File: src/logic/input_select_pkg.sv
package input_select_pkg;

  // Register word and selector field geometry
  localparam int unsigned DATA_W = 16;
  localparam int unsigned ADDR_W = 4;
  localparam int unsigned SEL_W  = 7;
  localparam int unsigned PIN_W  = 128;

  // Register offsets (word index on the register port)
  localparam logic [3:0] OFS_UART1_RX  = 4'h0;
  localparam logic [3:0] OFS_UART2_RX  = 4'h1;
  localparam logic [3:0] OFS_SPI2_CKDI = 4'h2;
  localparam logic [3:0] OFS_SPI2_SS   = 4'h3;
  localparam logic [3:0] OFS_CAN_RX    = 4'h4;
  localparam logic [3:0] OFS_PWM_SYNC  = 4'h5;

  // Field positions
  localparam int unsigned FIELD_LO_POS = 0;
  localparam int unsigned FIELD_HI_POS = 8;

  // Writable masks per register
  localparam logic [15:0] MASK_LO   = 16'h007F;
  localparam logic [15:0] MASK_BOTH = 16'h7F7F;
  localparam logic [15:0] MASK_HI   = 16'h7F00;
  localparam logic [15:0] RESET_VAL = 16'h0000;

  // Defined selector codes
  localparam logic [6:0] CODE_GROUND     = 7'h00;
  localparam logic [6:0] CODE_COMPARATOR = 7'h01;
  localparam logic [6:0] CODE_PIN_121    = 7'h79;

  // Register port request
  typedef struct packed {
    logic [3:0]  addr;
    logic [15:0] wdata;
    logic        wr;
    logic        rd;
  } reg_req_t;

  // Selector fields gathered for the routing stage
  typedef struct packed {
    logic [6:0] uart1_rx;
    logic [6:0] uart2_rx;
    logic [6:0] spi2_clk;
    logic [6:0] spi2_din;
    logic [6:0] spi2_ss;
    logic [6:0] can_rx;
    logic [6:0] pwm_sync;
  } sel_fields_t;

  // Routed peripheral inputs
  typedef struct packed {
    logic first_uart_receive_input;
    logic second_uart_receive_input;
    logic second_spi_clock;
    logic second_spi_data_in;
    logic second_spi_slave_select;
    logic can_receive_input;
    logic pwm_sync_in;
  } periph_in_t;

endpackage

File: src/logic/remappable_input_selector.sv
// Our own choices: strobed register access and the placing of the registers.
`timescale 1ns/1ps
// Functional notes
// RULE1: code 121 selects remappable input pin 121
// RULE2: code one selects comparator one output
// RULE3: code zero ties input to ground
// RULE4: unfielded bits ignore writes, read zero
// RULE5: selector bits read/write, reset to zero
// RULE6: first uart receive field bits 6-0
// RULE7: second uart receive field bits 6-0
// RULE8: spi2 clock field bits 14-8
// RULE9: spi2 data-in field bits 6-0
// RULE10: spi2 slave select field bits 6-0
// RULE11: can receive field bits 6-0
// RULE12: pwm sync field bits 14-8
// RULE13: other codes pick pins via table
module remappable_input_selector #(
  parameter logic [127:0] PIN_PRESENT = {128{1'b1}},
  parameter bit           HAS_CAN     = 1'b1,
  parameter bit           HAS_MOTOR   = 1'b1
) (
  // Clock and reset
  input  wire logic        mclk_in,
  input  wire logic        resetn_in,
  // Register port
  input  wire logic [3:0]  reg_addr_in,
  input  wire logic [15:0] reg_wdata_in,
  input  wire logic        reg_wr_in,
  input  wire logic        reg_rd_in,
  output logic      [15:0] reg_rdata_out,
  // Sources
  input  wire logic [127:0] remappable_pin_n_in,
  input  wire logic         comparator_one_output_in,
  // Routed peripheral inputs
  output input_select_pkg::periph_in_t periph_out
);

  input_select_pkg::reg_req_t  req;
  input_select_pkg::sel_fields_t fields;
  logic [15:0] val_u1;
  logic [15:0] val_u2;
  logic [15:0] val_sp;
  logic [15:0] val_ss;
  logic [15:0] val_can;
  logic [15:0] val_pwm;
  logic [15:0] rdata_reg;
  logic [15:0] rdata_next;
  logic [15:0] rd_sel;

  assign req = '{addr: reg_addr_in, wdata: reg_wdata_in, wr: reg_wr_in, rd: reg_rd_in};

  // Address decode for writes
  wire hit_u1  = (req.addr == input_select_pkg::OFS_UART1_RX);
  wire hit_u2  = (req.addr == input_select_pkg::OFS_UART2_RX);
  wire hit_sp  = (req.addr == input_select_pkg::OFS_SPI2_CKDI);
  wire hit_ss  = (req.addr == input_select_pkg::OFS_SPI2_SS);
  wire hit_can = (req.addr == input_select_pkg::OFS_CAN_RX) && HAS_CAN;
  wire hit_pwm = (req.addr == input_select_pkg::OFS_PWM_SYNC) && HAS_MOTOR;

  // Selector registers, each with its own writable mask
  select_reg #(
    .MASK      (input_select_pkg::MASK_LO)
  ) u_uart1 ( // RULE6
    .mclk_in   (mclk_in),
    .resetn_in (resetn_in),
    .wr_in     (req.wr && hit_u1),
    .wdata_in  (req.wdata),
    .value_out (val_u1)
  );

  select_reg #(
    .MASK      (input_select_pkg::MASK_LO)
  ) u_uart2 ( // RULE7
    .mclk_in   (mclk_in),
    .resetn_in (resetn_in),
    .wr_in     (req.wr && hit_u2),
    .wdata_in  (req.wdata),
    .value_out (val_u2)
  );

  // Clock and data share one word, so both fields are writable
  select_reg #(
    .MASK      (input_select_pkg::MASK_BOTH)
  ) u_spi2 ( // RULE8 RULE9
    .mclk_in   (mclk_in),
    .resetn_in (resetn_in),
    .wr_in     (req.wr && hit_sp),
    .wdata_in  (req.wdata),
    .value_out (val_sp)
  );

  select_reg #(
    .MASK      (input_select_pkg::MASK_LO)
  ) u_slave_sel ( // RULE10
    .mclk_in   (mclk_in),
    .resetn_in (resetn_in),
    .wr_in     (req.wr && hit_ss),
    .wdata_in  (req.wdata),
    .value_out (val_ss)
  );

  // Absent on variants without the bus controller: hit never rises
  select_reg #(
    .MASK      (input_select_pkg::MASK_LO)
  ) u_can ( // RULE11
    .mclk_in   (mclk_in),
    .resetn_in (resetn_in),
    .wr_in     (req.wr && hit_can),
    .wdata_in  (req.wdata),
    .value_out (val_can)
  );

  // Field sits in the upper byte; lower byte stays zero
  select_reg #(
    .MASK      (input_select_pkg::MASK_HI)
  ) u_pwm ( // RULE12
    .mclk_in   (mclk_in),
    .resetn_in (resetn_in),
    .wr_in     (req.wr && hit_pwm),
    .wdata_in  (req.wdata),
    .value_out (val_pwm)
  );

  // Field extraction
  assign fields.uart1_rx = val_u1[input_select_pkg::FIELD_LO_POS +: 7];  // RULE6
  assign fields.uart2_rx = val_u2[input_select_pkg::FIELD_LO_POS +: 7];  // RULE7
  assign fields.spi2_clk = val_sp[input_select_pkg::FIELD_HI_POS +: 7];  // RULE8
  assign fields.spi2_din = val_sp[input_select_pkg::FIELD_LO_POS +: 7];  // RULE9
  assign fields.spi2_ss  = val_ss[input_select_pkg::FIELD_LO_POS +: 7];  // RULE10
  assign fields.can_rx   = val_can[input_select_pkg::FIELD_LO_POS +: 7]; // RULE11
  assign fields.pwm_sync = val_pwm[input_select_pkg::FIELD_HI_POS +: 7]; // RULE12

  // Read select; unmapped or absent registers read zero
  assign rd_sel = hit_u1  ? val_u1 :
                  hit_u2  ? val_u2 :
                  hit_sp  ? val_sp :
                  hit_ss  ? val_ss :
                  hit_can ? val_can :
                  hit_pwm ? val_pwm : 16'h0000; // RULE4
  assign rdata_next = req.rd ? rd_sel : 16'h0000;

  // Read data valid only in the cycle after the strobe
  always_ff @(posedge mclk_in) begin
    if (!resetn_in) begin
      rdata_reg <= input_select_pkg::RESET_VAL;
    end else begin
      rdata_reg <= rdata_next;
    end
  end

  assign reg_rdata_out = rdata_reg;

  // Routed levels, gathered into the output struct in one place
  logic route_u1;
  logic route_u2;
  logic route_ck;
  logic route_di;
  logic route_ss;
  logic route_cn;
  logic route_pw;

  // Routing stages, combinational so pin edges pass with no added latency
  source_mux #(
    .PIN_PRESENT              (PIN_PRESENT)
  ) m_u1 (
    .code_in                  (fields.uart1_rx),
    .pins_in                  (remappable_pin_n_in),
    .comparator_one_output_in (comparator_one_output_in),
    .routed_out               (route_u1)
  );

  source_mux #(
    .PIN_PRESENT              (PIN_PRESENT)
  ) m_u2 (
    .code_in                  (fields.uart2_rx),
    .pins_in                  (remappable_pin_n_in),
    .comparator_one_output_in (comparator_one_output_in),
    .routed_out               (route_u2)
  );

  source_mux #(
    .PIN_PRESENT              (PIN_PRESENT)
  ) m_ck (
    .code_in                  (fields.spi2_clk),
    .pins_in                  (remappable_pin_n_in),
    .comparator_one_output_in (comparator_one_output_in),
    .routed_out               (route_ck)
  );

  source_mux #(
    .PIN_PRESENT              (PIN_PRESENT)
  ) m_di (
    .code_in                  (fields.spi2_din),
    .pins_in                  (remappable_pin_n_in),
    .comparator_one_output_in (comparator_one_output_in),
    .routed_out               (route_di)
  );

  source_mux #(
    .PIN_PRESENT              (PIN_PRESENT)
  ) m_ss (
    .code_in                  (fields.spi2_ss),
    .pins_in                  (remappable_pin_n_in),
    .comparator_one_output_in (comparator_one_output_in),
    .routed_out               (route_ss)
  );

  source_mux #(
    .PIN_PRESENT              (PIN_PRESENT)
  ) m_cn (
    .code_in                  (fields.can_rx),
    .pins_in                  (remappable_pin_n_in),
    .comparator_one_output_in (comparator_one_output_in),
    .routed_out               (route_cn)
  );

  source_mux #(
    .PIN_PRESENT              (PIN_PRESENT)
  ) m_pw (
    .code_in                  (fields.pwm_sync),
    .pins_in                  (remappable_pin_n_in),
    .comparator_one_output_in (comparator_one_output_in),
    .routed_out               (route_pw)
  );

  // One driver for the whole struct, not one per member
  assign periph_out = '{
    first_uart_receive_input:  route_u1,
    second_uart_receive_input: route_u2,
    second_spi_clock:          route_ck,
    second_spi_data_in:        route_di,
    second_spi_slave_select:   route_ss,
    can_receive_input:         route_cn,
    pwm_sync_in:               route_pw
  };

endmodule

File: src/logic/select_reg.sv
`timescale 1ns/1ps
// One selector register with a fixed writable mask
module select_reg #(
  parameter logic [15:0] MASK = 16'h007F
) (
  // Clock and reset
  input  wire logic        mclk_in,
  input  wire logic        resetn_in,
  // Write port
  input  wire logic        wr_in,
  input  wire logic [15:0] wdata_in,
  // Stored value
  output logic      [15:0] value_out
);

  logic [15:0] value_reg;
  logic [15:0] value_next;

  // Unfielded bits never take a write
  assign value_next = wr_in ? (wdata_in & MASK) : value_reg; // RULE4

  // Clears at reset so every input starts grounded
  always_ff @(posedge mclk_in) begin
    if (!resetn_in) begin
      value_reg <= input_select_pkg::RESET_VAL; // RULE5
    end else begin
      value_reg <= value_next;
    end
  end

  assign value_out = value_reg;

endmodule

File: src/logic/source_mux.sv
`timescale 1ns/1ps
// Routes one peripheral input from its selected source
module source_mux #(
  parameter logic [127:0] PIN_PRESENT = {128{1'b1}}
) (
  // Selection
  input  wire logic [6:0]   code_in,
  // Sources
  input  wire logic [127:0] pins_in,
  input  wire logic         comparator_one_output_in,
  // Routed input
  output logic              routed_out
);

  wire is_ground = (code_in == input_select_pkg::CODE_GROUND);
  wire is_comp   = (code_in == input_select_pkg::CODE_COMPARATOR);
  wire is_top    = (code_in == input_select_pkg::CODE_PIN_121);
  // Codes beyond 121 are undefined and read as ground
  wire in_range  = (code_in < input_select_pkg::CODE_PIN_121);
  wire pin_bit   = pins_in[code_in] & PIN_PRESENT[code_in];

  // Priority: ground, comparator, top pin, table pins
  assign routed_out = is_ground ? 1'b0 :                          // RULE3
                      is_comp   ? comparator_one_output_in :      // RULE2
                      is_top    ? pins_in[121] :                  // RULE1
                      in_range  ? pin_bit : 1'b0;                 // RULE13

endmodule

File: config.mk
export PLATFORM = sky130hd
export DESIGN_NAME = remappable_input_selector
export DESIGN_NICKNAME = d
export VERILOG_FILES = /design/src/logic/input_select_pkg.sv /design/src/logic/remappable_input_selector.sv /design/src/logic/select_reg.sv /design/src/logic/source_mux.sv
export SDC_FILE = /design/constraint.sdc
export NUM_CORES = 1
export LEC_CHECK = 0
export BUFFER_PORTS_ARGS = -buffer_cell sky130_fd_sc_hd__buf_4
export CAP_MARGIN = 10
export CORE_MARGIN = 2
export CORE_UTILIZATION = 46
export CTS_CLUSTER_SIZE = 16
export DETAILED_ROUTE_END_ITERATION = 8
export MAX_ROUTING_LAYER = met4
export PLACE_DENSITY = 0.65
export SLEW_MARGIN = 20
export SYNTH_ARGS = -nofsm -noshare
export SYNTH_HDL_FRONTEND = slang
export SYNTH_HIERARCHICAL = 1
export SYNTH_SLANG_ARGS = --single-unit
File: constraint.sdc
create_clock -name mclk_in -period 3.1 [get_ports mclk_in]
set_input_delay 0.775 -clock mclk_in [delete_from_list [all_inputs] [get_ports mclk_in]]
set_output_delay 0.775 -clock mclk_in [all_outputs]
set_load 0.005 [all_outputs]
==> results by group <==
STA
  • Unrepaired setup endpoints after global routing: true
  • Minimum clock period: ~3.3 ns
  • Final hold slack: 0.5746 ns
  • PnR worst setup slack: -0.1785 ns
  • Worst Tran Pin Value: 0.8455 ns
  • Relative slew slack: 43.60%
  • Final setup violation count: 7
  • Period utilisation layout: 105.8%
  • Max Slew Vio Count: 0
  • Hold Vio Cnt, Final: 0
  • Clock skew: 0.003702 ns
  • Fmax: 305.0 MHz

Power and ir drop
  • Worst ir drop on vdd: 0.3090 mV
  • Overall power: 3.246 mW
  • Pleak: ~5.4 nW
  • Pwr dens: 206.8 nW/µm²

Flow run
  • Number of max-cap violations: 0

Setup path
  • Crit path max fanout: 6
  • Worst path depth: 8
  • Arrival @ worst endpoint: 2.50 ns
  • Cells on worst reg2reg path: 5
  • Worst path required time: 2.32 ns
  • Worst path cell trace: buf_12, mux4_2, mux4_2, nor2_4, a21oi_2, nand3_1, a221oi_2, buf_4
  • Crit path kind: flip-flop to output port
  • Crit start category: flip-flop
  • CP bufs+invs: 2
  • Largest delay share family, worst path: multiplexers
  • Worst path slowest cell: mux4_2
  • Slowest cell delay on critical path: roughly 0.55 ns
  • Worst Setup End Kind: output port
  • Most Frequent Cell on Critical Path: mux4_2

Outcome
  • Failing checks: negative setup slack
  • Outcome: finished with violations

Global routing
  • Overflow after GRT: 0
  • Initial antenna violation count: 0
  • GRT Overall Usage: 35.77%
  • Vias in the first global route: 11,870
  • First-pass GRT wire length: about 74,000 µm
  • Pin count of the biggest net entering global routing: 50

Logic synthesis
  • Sequential-to-total area share from yosys stat: 10.65%
  • Mean Syn Cell Area: 10.60 µm²
  • Yosys reg bits: 65
  • Async set-reset flop share out of synthesis: 0%
  • Post-Syn Area: 12,220 µm²
  • Main flop type after synthesis: dfxtp_1
  • Yosys cell types: 54
  • Syn Inst Count: 1,153
  • Post-synth EDFFs: 0
  • Warnings, synthesis: 6

Cells and area
  • Layout area overhead: 28.46%
  • Share of layout cells above drive strength 1: 52.89%
  • Nets: about 1,600
  • Diode count: 0
  • Fillers: ~2,100
  • Final Non-Filler Cells: roughly 1,800

Clocking
  • Max clock buf depth: 2
  • CTS root buf: clkbuf_16
  • Clock Latency Late Sink: about 0.34 ns
  • Clock Sink Count: 65
  • CTS buffer count: 9
  • Htree depth: 3
  • Clk pin slew, worst setup/hold paths: ~0.050 ns
  • CTS tree: built

Route
  • Post-route DRC: 0
  • Initial DRT Pass Iterations: 6
  • DRT antenna net count: 0
  • Vias: 12,190
  • WL/cell: 28.10 µm
  • Vias per cell: 6.944
  • Iter 0 DRT Violations: 1,541
  • DRT Wirelength: 49,310 µm

Placement
  • Place WS: -0.2699 ns
  • Inst Count DP: approximately 1,700
  • Routability cong.: around 1.1
  • PortBufs: 173
  • HPWL after DPL: approximately 37,000 µm

Floorplanning
  • Boundary pin count: ~180
  • Starting density of the core: roughly 47%
  • Area of the core: around 26,000 µm²
  • FP Rows: 59
  • Die Footprint: about 28,000 µm²
  • DIE WIDTH: roughly 170 µm
  • Die Y: around 170 µm

Hold path
  • Hold path cells: 2
  • HP Class: flip-flop to flip-flop
kinds of logic (layout without fill, tap and decap cells):
family                 count (synthesis)  in the layout  synth area share, %
muxes                                399            399                52.66
and+or+nand+nor                      291            291                13.20
buffers and inverters                180            406                11.07
DFF                                   65             65                10.65
AOI/OAI and AO/OA                    212            212                12.24
other                                  6             47               0.1843
worst reg2reg max path: stages (launching register included):
cell	delay (ns)
dfxtp_4	0.40
buf_4	0.16
buf_4	0.15
mux2_2	0.25
a22oi_1	0.23
a21oi_1	0.10
power by group:
| part | switching, mW | internal, mW | leakage (nW) | total, mW |
|---|---|---|---|---|
| logic | 0.590 | 0.624 | 4.65 | 1.21 |
| registers | 0.0166 | 0.843 | 0.538 | 0.860 |
| clock network | 0.370 | 0.802 | 0.172 | 1.17 |
| total | 0.976 | 2.27 | 5.36 | 3.25 |
layer usage:
metal,global-route usage (%),vias up,part of all wire [%]
met5,-,-,0
met4,14.88,0,5.1
met3,10.10,166,12
met2,53.53,870,45
met1,45.63,6058,37
li1,-,5093,-
cells in the final DEF, fill, tap and decap left out, types with 10 or more instances in the layout:
cell        n
buf_4     312
mux4_2    188
mux2i_1   153
nor2b_1    68
nand2_1    62
mux2_2     53
conb_1     47
dfxtp_1    44
nand3_1    38
a21oi_1    35
buf_12     35
a22oi_1    28
nor2_1     23
o21ai_0    23
buf_6      20
nand4_1    19
nor3_2     13
dfxtp_2    13
nand2b_1   12
a21oi_2    12
o21ai_1    11
inv_1      10
per-stage QoR:
stage | cell area, µm² | util [%] | setup TNS [ns]
after floorplan | 12380 | - | 0
after CTS | 15490 | 59.44 | -0.8805
after global routing | 15700 | 60.25 | -1.367
after global placement | 14450 | 55.44 | -1.397
final | 15700 | 60.25 | -1.081
after detailed placement | 14450 | 55.44 | -1.480
area by class of cell:
cell class	instances	area, µm²	area share (%)
inverter	16	60.06	0.3825
clock inverter	6	105.1	0.6694
tap	335	419.2	2.670
timing repair buffer	374	3411	21.72
clock buffer	10	239.0	1.522
multi-input combinational	949	10120	64.45
sequential	65	1348	8.583
synth_stat cells (2+ instances only):
cell       count  area [µm²]
a311oi_1      14       122.6
o21ai_0       25       125.1
o22ai_1        6       37.54
nand3b_1       9       67.56
a2bb2oi_1      6       52.55
nor3_1        14       70.07
o311ai_1       7       61.31
o2111ai_1      6       52.55
nand4_1       19       118.9
clkbuf_1      25       93.84
dfxtp_1       65        1301
a211oi_1      13       97.59
and2_1         6       37.54
nor3_2         7       70.07
or4_4          6       67.56
mux2_2        54       608.1
o22ai_2        6       75.07
a22oi_1       29       217.7
nand2b_1      12       75.07
conb_1         6       22.52
inv_1         10       37.54
buf_6         34       382.9
a2111oi_0      6       52.55
a21oi_1       48       240.2
inv_2          6       22.52
mux2i_1      157        1572
a221oi_1       7       61.31
mux4_2       182        4099
a31oi_1        9       56.30
nand2_1       62       232.7
nand3_1       40       200.2
o21ai_1        9       45.04
o211ai_1       2       15.01
buf_4         74       555.5
buf_2         24       120.1
nor3b_2        2       25.02
and3_1         4       25.02
or3_1          6       37.54
nor2b_1       70       437.9
nor2_1        29       108.9
mux4_1         6       157.7
a32o_1         7       70.07
a211o_1        7       61.31
buf_12         7       140.1
worst paths after layout:
check                                                       start  slack, ns                                 to
worst min register to register  u_spi2/value_out[10]$_SDFFE_PN0P_       0.57  u_spi2/value_out[10]$_SDFFE_PN0P_
worst min-delay path            u_spi2/value_out[10]$_SDFFE_PN0P_       0.57  u_spi2/value_out[10]$_SDFFE_PN0P_
worst max register to register   u_spi2/value_out[8]$_SDFFE_PN0P_       1.68        reg_rdata_out[8]$_SDFF_PN0_
worst max-delay path             u_spi2/value_out[0]$_SDFFE_PN0P_      -0.18                      periph_out[3]
repair_timing:
item | CTS | global route
hold buffers | 0 | 0
gates resized for setup | 97 | 46
cloned | 4 | 0
setup endpoints to repair | 7 | 7
setup buffers | 24 | 7
pin swaps | 27 | 26
sequential cells by signal, indices dropped and copies added (netlist names):
signal / cells
u_spi2/value_out: 14
reg_rdata_out: 16
u_uart2/value_out: 7
u_slave_sel/value_out: 7
u_uart1/value_out: 7
u_pwm/value_out: 7
u_can/value_out: 7
(Power assumes the default switching activity.)
